File: src/logic/irq_regs.vh
// register map, field positions and timing counts of the interrupt pin block
`ifndef IRQ_REGS_VH
`define IRQ_REGS_VH
// ----------------------------------------------------------------
// register byte offsets
// ----------------------------------------------------------------
`define PIN_CONFIG_OFS 8'h54
`define STATUS_OFS 8'h58
`define ENABLE_OFS 8'h5c
// ----------------------------------------------------------------
// interrupt_pin_config fields
// ----------------------------------------------------------------
`define CFG_INTERVAL_HI 31
`define CFG_INTERVAL_LO 24
`define CFG_RESTART_BIT 14
`define CFG_ACTIVE_BIT 13
`define CFG_LINE_BIT 12
`define CFG_PIN_EN_BIT 8
`define CFG_POLARITY_BIT 4
`define CFG_CLK_SEL_BIT 1
`define CFG_PUSH_PULL_BIT 0
`define CFG_INTERVAL_RST 8'h00
// ----------------------------------------------------------------
// interrupt_status / interrupt_enable fields
// ----------------------------------------------------------------
`define SOFT_BIT 31
`define READY_BIT 30
`define WRAP_BIT 19
`define POWER_BIT 17
`define TIMER_WRAP_FROM 16'h0000
`define TIMER_WRAP_TO 16'hffff
// ----------------------------------------------------------------
// bus responses
// ----------------------------------------------------------------
`define RESP_OKAY 2'b00
`define RESP_SLVERR 2'b10
// ----------------------------------------------------------------
// timing: one interval step in ns, clock period in ns, cycles per step
// ----------------------------------------------------------------
`define RELEASE_STEP_NS 10000
`define CLK_PERIOD_NS 100
`define TICK_CYCLES ((`RELEASE_STEP_NS + `CLK_PERIOD_NS - 1) / `CLK_PERIOD_NS)
`endif

File: src/logic/step_tick_divider.v
// divider that makes the 10 us step enable from the system clock
`timescale 1ns/100ps
`include "irq_regs.vh"
module step_tick_divider (
    input wire aclk,
    input wire aresetn,
    input wire restart,
    output reg tick_q
);
    localparam integer STEP_LAST = `TICK_CYCLES - 1;
    localparam [7:0] LAST = STEP_LAST[7:0];
    reg [7:0] count_q; // cycles into the current step

    // ----------------------------------------------------------------
    // step counter; restart realigns so a fresh interval is never short
    // ----------------------------------------------------------------
    always @(posedge aclk) begin
        if (!aresetn) begin
            count_q <= 8'h00;
            tick_q <= 1'b0;
        end else if (restart) begin
            count_q <= 8'h00;
            tick_q <= 1'b0;
        end else if (count_q == LAST) begin
            count_q <= 8'h00;
            tick_q <= 1'b1;
        end else begin
            count_q <= count_q + 8'h01;
            tick_q <= 1'b0;
        end
    end
endmodule // step_tick_divider

File: src/logic/release_interval_timer.v
// de-assertion interval counter that withholds requests from the pin
`timescale 1ns/100ps
module release_interval_timer (
    input wire aclk,
    input wire aresetn,
    input wire [7:0] release_interval,
    input wire start,
    input wire restart,
    input wire tick,
    output reg active_q
);
    reg [7:0] steps_q; // whole steps elapsed in this interval

    // ----------------------------------------------------------------
    // interval state; the live field is compared so new values apply
    // ----------------------------------------------------------------
    always @(posedge aclk) begin
        if (!aresetn) begin
            steps_q <= 8'h00;
            active_q <= 1'b0;
        end else if (release_interval == 8'h00) begin
            steps_q <= 8'h00;
            active_q <= 1'b0;
        end else if (start || restart) begin
            steps_q <= 8'h00;
            active_q <= 1'b1;
        end else if (active_q && tick) begin
            // ends on the step that reaches the programmed count
            if (steps_q + 8'h01 >= release_interval) begin
                steps_q <= 8'h00;
                active_q <= 1'b0;
            end else begin
                steps_q <= steps_q + 8'h01;
            end
        end
    end
endmodule // release_interval_timer

File: src/logic/interrupt_pin_aggregator.v
// interrupt pin aggregator: status, enables, interval gating, axi-lite
//
// Overview of operation
// - timer wrap zero to ffff sets flag
// - timer flag cleared by writing one
// - timer reaches pin: run, enable, pin enable
// - soft flag set on enable rising edge
// - soft flag reaches pin via pin enable
// - ready flag set after reset, w1c
// - ready reaches pin: enable and pin enable
// - clock select drives crystal clock on pin
// - interval field top byte, 10 us steps
// - zero interval disables, clears, releases requests
// - new nonzero interval used at once, also by a running interval
// - power event bypasses interval gating
// - restart bit clears counter, new interval, self-clears
// - active bit shows interval, pin withheld
// - line bit shows any enabled active request
// - pin enable clear holds pin de-asserted unless clock select is set
// - interval starts whenever pin de-asserts
// - power event ored after gating, its de-assertion starts an interval
// - open-drain active low, push-pull with polarity
`timescale 1ns/100ps
`include "irq_regs.vh"
module interrupt_pin_aggregator (
    input wire aclk,
    input wire aresetn,
    // axi4-lite slave
    input wire [7:0] s_axi_awaddr,
    input wire s_axi_awvalid,
    output reg s_axi_awready,
    input wire [31:0] s_axi_wdata,
    input wire [3:0] s_axi_wstrb,
    input wire s_axi_wvalid,
    output reg s_axi_wready,
    output reg [1:0] s_axi_bresp,
    output reg s_axi_bvalid,
    input wire s_axi_bready,
    input wire [7:0] s_axi_araddr,
    input wire s_axi_arvalid,
    output reg s_axi_arready,
    output reg [31:0] s_axi_rdata,
    output reg [1:0] s_axi_rresp,
    output reg s_axi_rvalid,
    input wire s_axi_rready,
    // sources on this clock
    input wire [15:0] timer_count_value,
    input wire timer_run_enable,
    input wire power_event_request,
    // crystal clock to observe, from outside this domain
    input wire xtal_clk,
    // interrupt request pin
    output reg irq_pin_o,
    output reg irq_pin_oe
);
    // ----------------------------------------------------------------
    // merges write data into a word under byte strobes
    // ----------------------------------------------------------------
    function [31:0] lanes;
        input [31:0] data;
        input [3:0] strb;
        begin
            lanes = {{8{strb[3]}}, {8{strb[2]}},
                     {8{strb[1]}}, {8{strb[0]}}} & data;
        end
    endfunction

    function [31:0] merge;
        input [31:0] old;
        input [31:0] data;
        input [3:0] strb;
        begin
            merge = (old & ~lanes(32'hffffffff, strb)) | lanes(data, strb);
        end
    endfunction

    // ----------------------------------------------------------------
    // state
    // ----------------------------------------------------------------
    reg [7:0] interval_q; // release_interval field
    reg pin_en_q; // pin enable
    reg polarity_q; // pin_polarity, used only in push-pull
    reg clk_sel_q; // crystal clock onto the pin
    reg push_pull_q; // buffer type
    reg soft_flag_q; // soft_request_flag
    reg ready_flag_q; // device ready flag
    reg wrap_flag_q; // timer_wrap_flag
    reg soft_en_q; // soft_request_enable
    reg ready_en_q; // ready enable
    reg wrap_en_q; // timer_wrap_irq_enable
    reg power_en_q; // power event enable
    reg soft_en_prev_q; // previous soft enable, for edge detect
    reg ready_done_q; // ready flag already raised since reset
    reg [15:0] count_prev_q; // timer count one cycle ago
    reg restart_q; // self-clearing restart pulse
    reg pin_assert_q; // pin asserted, logical sense
    reg line_q; // internal request line
    reg xtal_meta_q; // crystal clock sync, first stage
    reg xtal_sync_q; // crystal clock sync, second stage
    reg [7:0] aw_addr_q; // held write address
    reg aw_full_q; // write address held
    reg [31:0] w_data_q; // held write data
    reg [3:0] w_strb_q; // held write strobes
    reg w_full_q; // write data held

    wire tick; // 10 us step enable
    wire active; // interval in progress
    wire do_write; // both halves of a write are held
    wire [31:0] wmask; // strobed write data
    wire wrap_event; // timer rolled past zero
    wire soft_event; // soft enable rose
    wire ready_event; // device became accessible
    wire gated_src; // requests that obey the interval
    wire power_src; // power request, bypasses the interval
    wire pin_assert_d; // next logical pin state

    assign do_write = aw_full_q && w_full_q && !s_axi_bvalid;
    assign wmask = lanes(w_data_q, w_strb_q);
    // compare against the previous count so a held ffff does not retrigger
    assign wrap_event = (count_prev_q == `TIMER_WRAP_FROM) &&
                        (timer_count_value == `TIMER_WRAP_TO);
    assign soft_event = soft_en_q && !soft_en_prev_q;
    assign ready_event = !ready_done_q;

    // ----------------------------------------------------------------
    // request sources
    // ----------------------------------------------------------------
    assign gated_src = (wrap_flag_q && wrap_en_q && timer_run_enable)
        || soft_flag_q
        || (ready_flag_q && ready_en_q);
    assign power_src = power_event_request && power_en_q;
    // interval withholds only the gated sources; power is ored after
    assign pin_assert_d = pin_en_q &&
        ((gated_src && !active) || power_src);

    // ----------------------------------------------------------------
    // interval step and counter
    // ----------------------------------------------------------------
    step_tick_divider u_div (
        .aclk(aclk),
        .aresetn(aresetn),
        .restart(restart_q || (pin_assert_q && !pin_assert_d)),
        .tick_q(tick)
    );

    release_interval_timer u_interval (
        .aclk(aclk),
        .aresetn(aresetn),
        .release_interval(interval_q),
        .start(pin_assert_q && !pin_assert_d),
        .restart(restart_q),
        .tick(tick),
        .active_q(active)
    );

    // ----------------------------------------------------------------
    // crystal clock synchroniser; the pin sees it through three registers
    // ----------------------------------------------------------------
    always @(posedge aclk) begin
        if (!aresetn) begin
            xtal_meta_q <= 1'b0;
            xtal_sync_q <= 1'b0;
        end else begin
            xtal_meta_q <= xtal_clk;
            xtal_sync_q <= xtal_meta_q;
        end
    end

    // ----------------------------------------------------------------
    // event history
    // ----------------------------------------------------------------
    always @(posedge aclk) begin
        if (!aresetn) begin
            count_prev_q <= 16'hffff; // no false wrap after reset
            soft_en_prev_q <= 1'b0;
            ready_done_q <= 1'b0;
            pin_assert_q <= 1'b0;
            line_q <= 1'b0;
        end else begin
            count_prev_q <= timer_count_value;
            soft_en_prev_q <= soft_en_q;
            ready_done_q <= 1'b1;
            pin_assert_q <= pin_assert_d;
            // line ignores pin enable and interval
            line_q <= gated_src || power_src;
        end
    end

    // ----------------------------------------------------------------
    // pin driver: open-drain pulls low, push-pull honours polarity
    // ----------------------------------------------------------------
    always @(posedge aclk) begin
        if (!aresetn) begin
            irq_pin_o <= 1'b0;
            irq_pin_oe <= 1'b0;
        end else if (clk_sel_q) begin
            // open-drain can only show the low half of the clock
            irq_pin_o <= push_pull_q ? xtal_sync_q : 1'b0;
            irq_pin_oe <= push_pull_q || !xtal_sync_q;
        end else if (push_pull_q) begin
            irq_pin_o <= polarity_q ? pin_assert_q : !pin_assert_q;
            irq_pin_oe <= 1'b1;
        end else begin
            irq_pin_o <= 1'b0;
            irq_pin_oe <= pin_assert_q;
        end
    end

    // ----------------------------------------------------------------
    // status flags: a set in the clearing cycle wins
    // ----------------------------------------------------------------
    always @(posedge aclk) begin
        if (!aresetn) begin
            wrap_flag_q <= 1'b0;
            soft_flag_q <= 1'b0;
            ready_flag_q <= 1'b0;
        end else begin
            if (wrap_event) begin
                wrap_flag_q <= 1'b1;
            end else if (do_write && aw_addr_q == `STATUS_OFS &&
                         wmask[`WRAP_BIT]) begin
                wrap_flag_q <= 1'b0;
            end
            if (soft_event) begin
                soft_flag_q <= 1'b1;
            end else if (do_write && aw_addr_q == `STATUS_OFS &&
                         wmask[`SOFT_BIT]) begin
                soft_flag_q <= 1'b0;
            end
            if (ready_event) begin
                ready_flag_q <= 1'b1;
            end else if (do_write && aw_addr_q == `STATUS_OFS &&
                         wmask[`READY_BIT]) begin
                ready_flag_q <= 1'b0;
            end
        end
    end

    // ----------------------------------------------------------------
    // configuration and enable registers
    // ----------------------------------------------------------------
    always @(posedge aclk) begin : cfg_regs
        reg [31:0] m;
        m = 32'h00000000;
        if (!aresetn) begin
            interval_q <= `CFG_INTERVAL_RST;
            pin_en_q <= 1'b0;
            polarity_q <= 1'b0;
            clk_sel_q <= 1'b0;
            push_pull_q <= 1'b0;
            restart_q <= 1'b0;
            soft_en_q <= 1'b0;
            ready_en_q <= 1'b0;
            wrap_en_q <= 1'b0;
            power_en_q <= 1'b0;
        end else begin
            restart_q <= 1'b0;
            if (do_write && aw_addr_q == `PIN_CONFIG_OFS) begin
                m = merge({interval_q, 15'h0000, pin_en_q, 3'h0,
                           polarity_q, 2'h0, clk_sel_q, push_pull_q},
                          w_data_q, w_strb_q);
                interval_q <= m[`CFG_INTERVAL_HI:`CFG_INTERVAL_LO];
                restart_q <= wmask[`CFG_RESTART_BIT];
                pin_en_q <= m[`CFG_PIN_EN_BIT];
                polarity_q <= m[`CFG_POLARITY_BIT];
                clk_sel_q <= m[`CFG_CLK_SEL_BIT];
                push_pull_q <= m[`CFG_PUSH_PULL_BIT];
            end
            if (do_write && aw_addr_q == `ENABLE_OFS) begin
                m = merge({soft_en_q, ready_en_q, 10'h000, wrap_en_q,
                           1'b0, power_en_q, 17'h00000},
                          w_data_q, w_strb_q);
                soft_en_q <= m[`SOFT_BIT];
                ready_en_q <= m[`READY_BIT];
                wrap_en_q <= m[`WRAP_BIT];
                power_en_q <= m[`POWER_BIT];
            end
        end
    end

    // ----------------------------------------------------------------
    // axi-lite write channel: address and data taken in either order
    // ----------------------------------------------------------------
    always @(posedge aclk) begin
        if (!aresetn) begin
            s_axi_awready <= 1'b1;
            s_axi_wready <= 1'b1;
            s_axi_bvalid <= 1'b0;
            s_axi_bresp <= `RESP_OKAY;
            aw_full_q <= 1'b0;
            w_full_q <= 1'b0;
            aw_addr_q <= 8'h00;
            w_data_q <= 32'h00000000;
            w_strb_q <= 4'h0;
        end else begin
            if (s_axi_awvalid && s_axi_awready) begin
                aw_addr_q <= {s_axi_awaddr[7:2], 2'b00};
                aw_full_q <= 1'b1;
                s_axi_awready <= 1'b0;
            end
            if (s_axi_wvalid && s_axi_wready) begin
                w_data_q <= s_axi_wdata;
                w_strb_q <= s_axi_wstrb;
                w_full_q <= 1'b1;
                s_axi_wready <= 1'b0;
            end
            if (do_write) begin
                aw_full_q <= 1'b0;
                w_full_q <= 1'b0;
                s_axi_bvalid <= 1'b1;
                case (aw_addr_q)
                    `PIN_CONFIG_OFS, `STATUS_OFS, `ENABLE_OFS: begin
                        s_axi_bresp <= `RESP_OKAY;
                    end
                    default: begin
                        s_axi_bresp <= `RESP_SLVERR; // unmapped
                    end
                endcase
            end
            // new request is taken only after the response is accepted
            if (s_axi_bvalid && s_axi_bready) begin
                s_axi_bvalid <= 1'b0;
                s_axi_awready <= 1'b1;
                s_axi_wready <= 1'b1;
            end
        end
    end

    // ----------------------------------------------------------------
    // axi-lite read channel
    // ----------------------------------------------------------------
    always @(posedge aclk) begin
        if (!aresetn) begin
            s_axi_arready <= 1'b1;
            s_axi_rvalid <= 1'b0;
            s_axi_rdata <= 32'h00000000;
            s_axi_rresp <= `RESP_OKAY;
        end else if (s_axi_arvalid && s_axi_arready) begin
            s_axi_arready <= 1'b0;
            s_axi_rvalid <= 1'b1;
            s_axi_rresp <= `RESP_OKAY;
            case ({s_axi_araddr[7:2], 2'b00})
                `PIN_CONFIG_OFS: begin
                    // restart bit always reads zero
                    s_axi_rdata <= {interval_q, 10'h000, active,
                                    line_q, 3'h0, pin_en_q, 3'h0,
                                    polarity_q, 2'h0, clk_sel_q,
                                    push_pull_q};
                end
                `STATUS_OFS: begin
                    s_axi_rdata <= {soft_flag_q, ready_flag_q, 10'h000,
                                    wrap_flag_q, 1'b0, power_event_request,
                                    17'h00000};
                end
                `ENABLE_OFS: begin
                    s_axi_rdata <= {soft_en_q, ready_en_q, 10'h000,
                                    wrap_en_q, 1'b0, power_en_q,
                                    17'h00000};
                end
                default: begin
                    s_axi_rdata <= 32'h00000000;
                    s_axi_rresp <= `RESP_SLVERR;
                end
            endcase
        end else if (s_axi_rvalid && s_axi_rready) begin
            s_axi_rvalid <= 1'b0;
            s_axi_arready <= 1'b1;
        end
    end
endmodule // interrupt_pin_aggregator

File: config.mk
export PLATFORM = sky130hd
export DESIGN_NAME = interrupt_pin_aggregator
export DESIGN_NICKNAME = d
export VERILOG_FILES = /design/src/logic/step_tick_divider.v /design/src/logic/release_interval_timer.v /design/src/logic/interrupt_pin_aggregator.v
export VERILOG_INCLUDE_DIRS = /design/src /design/src/logic
export SDC_FILE = /design/constraint.sdc
export NUM_CORES = 1
export LEC_CHECK = 0
export BUFFER_PORTS_ARGS = -buffer_cell sky130_fd_sc_hd__buf_2
export CORE_UTILIZATION = 38
export CTS_BUF_LIST = sky130_fd_sc_hd__clkbuf_2 sky130_fd_sc_hd__clkbuf_4 sky130_fd_sc_hd__clkbuf_8
export CTS_CLUSTER_SIZE = 40
export DETAILED_ROUTE_END_ITERATION = 8
export MAX_ROUTING_LAYER = met4
export SYNTH_ARGS = -nofsm -noshare
export SYNTH_HDL_FRONTEND = slang
export SYNTH_HIERARCHICAL = 1
export SYNTH_SLANG_ARGS = --single-unit
File: constraint.sdc
create_clock -name aclk -period 3.2 [get_ports aclk]
set_input_delay 0.64 -clock aclk [delete_from_list [all_inputs] [get_ports aclk]]
set_output_delay 0.64 -clock aclk [all_outputs]
set_load 0.01 [all_outputs]
# After elaboration in Yosys (flattened, before gate mapping)
# Cells that the tools add are included.
[totals]
elab_cells = 135
ff_bits = 147
input_bits = 78
[classes]
bitwise_logic = 7
n_mux = 25
n_addsub = 2
n_reduce_logical = 52
n_lt_le_gt_ge = 1
eq_ne = 9
[ops]
columns = ["op", "n"]
rows = [
  ["bitwise AND 32 bit", 3],
  ["one-hot mux 32 bit (3 select lines)", 1],
  ["OR 32 bit", 2],
  ["equality test 6 x 5 -> 1 bit (second input constant)", 6],
  ["NOT 32 bit", 1],
  ["logical AND 1 bit", 23],
  ["2-to-1 mux 1 bit", 21],
  ["adder 8 x 1 -> 8 bit (second input constant)", 2],
  ["equality test 16 bit (second input constant)", 1],
  ["zero test 16 bit", 1],
  ["OR reduction 3 bit", 4],
  ["nonzero test 2 bit", 5],
  ["equality test 8 x 7 -> 1 bit (second input constant)", 1],
  ["greater-or-equal comparator 8 bit", 1],
  ["zero test 8 bit", 1],
  ["2-to-1 mux 8 bit", 1],
  ["OR reduction 2 bit", 4],
  ["zero test 1 bit", 6],
  ["logical OR 1 bit", 6],
  ["2-to-1 mux 2 bit", 2],
  ["AND reduction 2 bit", 2],
  ["!= test 2 x 1 -> 1 bit (second input constant)", 1],
  ["NOT 1 bit", 1],
]

# Logic depth before layout (Yosys ltp)
[logic_depth]
depth_word = 12
ltp_mapped = 11

# By module
# Netlist, hierarchy kept.
[modules_own_cells]
columns = ["mod", "instances", "cells_each", "area_per_inst_um2"]
rows = [
  ["interrupt_pin_aggregator", 1, 397, 3707.3],
  ["release_interval_timer", 1, 90, 694.4],
  ["step_tick_divider", 1, 39, 372.9],
]

# Least setup slack after synthesis
# Ideal clock, no wire load.
[synth_path]
path_type = "flip-flop to flip-flop"
start = "reg u_interval.steps_q[2]"
end = "reg u_interval.steps_q[2]"
t_arrival_ns = 2.135
slack_ns = 0.989
path_buffers = 1
path_stages_with_launch = 11
period_less_slack_ns = 2.211
cell_sequence = "dfxtp_1 -> nand3_2 -> nor3_1 -> xor2_1 -> ha_1 -> or4_1 -> a21oi_1 -> o32a_2 -> buf_6 -> nand3b_2 -> a31oi_1"
[synth_via]
elab_chain_len = 3
[synth_rtl]
columns = ["element", "line", "source"]
rows = [
  ["start: declaration", "release_interval_timer.v:12", "reg [7:0] steps_q;"],
  ["start signal: assignment", "release_interval_timer.v:33", "steps_q <= steps_q + 8'h01;"],
  ["adder 8 x 1 -> 8 bit (*)", "release_interval_timer.v:29, release_interval_timer.v:33", ""],
  ["greater-or-equal comparator 8 bit", "release_interval_timer.v:29", "if (steps_q + 8'h01 >= release_interval) begin"],
  ["2-to-1 mux 8 bit (*)", "release_interval_timer.v:29", ""],
]
# Every way passes the cells marked *; elsewhere a longest branch is shown, timed or not.
# A chain may end at the register's enable or synchronous reset.

# Worst setup path in the final report
# Ends and elaborated chain as after synthesis.

==> flow_metrics.env <==
export IMPL_path_cells="nand3_2, nor3_1, xor2_1, ha_1, or4_1, a21oi_1, o32a_2, nand4b_1, a31oi_1"
export IMPL_hold_viol=0
export IMPL_synthDistinctLibCells=54
export IMPL_fin_skew_ns=0.0107
export IMPL_syn_area_per_cell_um2=9.08
export IMPL_route_vias_total=3717
export IMPL_routedWlPerCell_um=13.0
export IMPL_die_h_um=114
export IMPL_first_pass_iters=4
export IMPL_gp_congestion=0.755
export IMPL_synth_area_top_cells="dfxtp_1 (47%), nand2_1 (7.2%), a21boi_0 (4.7%)"
export IMPL_cts_root_buf="clkbuf_8"
export IMPL_start_util_pct=39.4
export IMPL_final_nets=686
export IMPL_synth_compound_area_share_pct=14.0
export IMPL_ys_seq_area_share_pct=47.0
export IMPL_io_buffers=81
export IMPL_rsz0062_at_grt="no"
export IMPL_power_frac_seq_pct=60.1
export IMPL_async_flop_share_pct=0
export IMPL_coreArea_mm2=0.0121
export IMPL_fin_cells=771
export IMPL_clk_pin_slew_ns=0.10
export IMPL_ios=121
export IMPL_critPathTopFamily="simple AND/OR/NAND/NOR gates"
export IMPL_dpl_hpwl_um=7330
export IMPL_fin_crit_sh_pct=80.2
export IMPL_required_ns=3.50
export IMPL_postCtsSetupBuffers=0
export IMPL_postPlaceCellArea_mm2=0.00523
export IMPL_irDropWorstVdd_uv=238
export IMPL_switchingPower_mw=0.595
export IMPL_grt_pass1_wl_um=16800
export IMPL_routed_wl_um=10000
export IMPL_cts_tree="done"
export IMPL_p_clk_share_pct=32.9
export IMPL_ctsHoldBuffers=0
export IMPL_yosysWarningCount=6
export IMPL_fp_row_count=40
export IMPL_cts_max_path_buffers=2
export IMPL_grt_pass1_vias=3553
export IMPL_yosys_area_share_simple_pct=26.0
export IMPL_syn2layout_area_growth_pct=13.5
export IMPL_viasPerCell=4.82
export IMPL_slew_viol_final=0
export IMPL_worst_pin_slew_ns=0.779
export IMPL_hold_class="register to register"
export IMPL_p_leak_nw=2.20
export IMPL_grt_max_degree=42
export IMPL_p_sw_share_pct=24.4
export IMPL_crit_path_start_kind="register"
export IMPL_min_period_ns=2.57
export IMPL_die_w_um=114
export IMPL_dieArea_mm2=0.0130
export IMPL_worstSetupPathType="register to register"
export IMPL_p_comb_share_pct=7.0
export IMPL_max_stage_delay_ns=0.50
export IMPL_clock_sinks=112
export IMPL_synth_area_mm2=0.00477
export IMPL_power_density_mw_per_mm2=450
export IMPL_end_kind="register"
export IMPL_grt_overflow=0
export IMPL_grt_antenna_before_repair=0
export IMPL_drt_iter0_markers=115
export IMPL_syn_inst=526
export IMPL_route_detailed_drc=0
export IMPL_final_area_mm2=0.00542
export IMPL_yosys_area_share_adder_pct=2.62
export IMPL_power_mw=2.44
export IMPL_tns_ns=0
export IMPL_grt_use_total_pct=16.8
export IMPL_slowest_stage="dfxtp_1"
export IMPL_status="finished, final reports clean"
export IMPL_synth_top_cell_area_share_pct=47.0
export IMPL_htree_levels=3
export IMPL_ys_ff_latch=112
export IMPL_path_max_fanout=11
export IMPL_arrival_ns=2.86
export IMPL_cp_buffers_inverters=0
export IMPL_synth_xor_area_share_pct=1.83
export IMPL_synth_edf_count=0
export IMPL_antenna_cells=0
export IMPL_p_int_mw=1.84
export IMPL_slew_headroom_pct=47.8
export IMPL_max_freq_mhz=390
export IMPL_fin_util_pct=44.7
export IMPL_synthMuxAreaShare_pct=2.20
export IMPL_yosysMostFrequentCell="dfxtp_1"
export IMPL_ctsResizeCount=0
export IMPL_synth_common_cells="dfxtp_1 (112), nand2_1 (92), nand3_1 (32), a21boi_0 (30), o21ai_0 (22)"
export IMPL_dp_cells=755
export IMPL_finalSetupViolations=0
export IMPL_synth_ff_type="dfxtp_1"
export IMPL_drive_gt1_share_pct=19.7
export IMPL_synth_top_family_by_area="simple AND/OR/NAND/NOR gates"
export IMPL_cts_buffers=9
export IMPL_detail_route_antenna_nets=0
export IMPL_synth_top_area_cell="dfxtp_1"
export IMPL_clock_latency_ns=0.37
export IMPL_drv_cap=0
## placed cells by master (no fill, tap or decap), types with 3 or more instances in the layout
cell type,Yosys,layout
ha_1,10,10
xnor2_1,4,4
nor2b_1,19,19
nor3_1,4,4
xor2_1,6,6
nand2_1,92,92
nand4_1,8,8
mux2_2,4,4
a21oi_1,16,16
buf_4,18,3
o21ai_0,22,22
nand2b_1,20,20
a31oi_1,4,4
nor4_1,6,6
a21boi_0,30,30
nor2_1,14,14
clkbuf_8,0,11
o21a_1,4,4
conb_1,1,18
mux2i_1,6,6
and2_1,8,8
a22oi_1,12,12
inv_1,14,14
dfxtp_1,112,112
or3_1,3,3
buf_2,4,81
nand3_1,32,32
## per-stage QoR
step | hold WS, ns | worst slack, ns
final | 0.444 | 0.634
after detailed placement | 0.422 | 0.690
after CTS | 0.444 | 0.671
after floorplan | 0.412 | 0.989
after global routing | 0.448 | 0.451
after global placement | 0.417 | 0.743
## per-layer routing
metal / up-vias / part of all wire [%] / GRT usage [%]
met1: 1713 / 46 / 20.2
met3: 10 / 3.5 / 2.75
met4: 0 / 1.2 / 6.49
met2: 65 / 49 / 28.1
li1: 1929 / - / -
met5: - / 0 / -
## worst reg2reg max path, stage by stage, from the launching register on
cell      delay [ns]
dfxtp_1         0.50
nand3_2         0.19
nor3_1          0.26
xor2_1          0.13
ha_1            0.24
or4_1           0.41
a21oi_1         0.13
o32a_2          0.32
nand4b_1        0.14
a31oi_1         0.16
## layout make-up
class | instances | area, um2
fillers | 1217 | 6690
multi-input cells | 377 | 2300
clock buffers | 12 | 159
inverters | 14 | 52.6
flip-flops and latches | 112 | 2240
well taps | 168 | 210
clock inverters | 4 | 28.8
repair buffers | 84 | 428
## power groups by stage
stage	combinational [mW]	clock, mW	sequential, mW
after floorplan	0.121	0	1.49
after global placement	0.169	0	1.50
after detailed placement	0.172	0	1.50
after CTS	0.173	0.822	1.47
after global routing	0.193	0.890	1.47
final	0.171	0.802	1.47
## worst paths after layout
| kind | startpoint | end | slack, ns | cells past startpoint |
|---|---|---|---|---|
| setup reg to reg | u_interval/steps_q[2] | u_interval/steps_q[2] | 0.63 | 9 |
| hold reg to reg | xtal_meta_q | xtal_sync_q | 0.44 | 1 |
| setup / recovery | u_interval/steps_q[2] | u_interval/steps_q[2] | 0.63 | 9 |
| hold / removal | xtal_meta_q | xtal_sync_q | 0.44 | 1 |
## logic make-up (layout without fill, tap and decap cells)
| logic type | after synthesis | in the layout |
|---|---|---|
| other | 1 | 18 |
| AOI/OAI and AO/OA | 99 | 99 |
| muxes | 10 | 10 |
| buffers and inverters | 54 | 114 |
| DFF | 112 | 112 |
| xor gates and xnor gates | 10 | 10 |
| and+or+nand+nor | 230 | 230 |
| adders and majority gates | 10 | 10 |
Note: power is estimated with default switching activity, not from simulation.
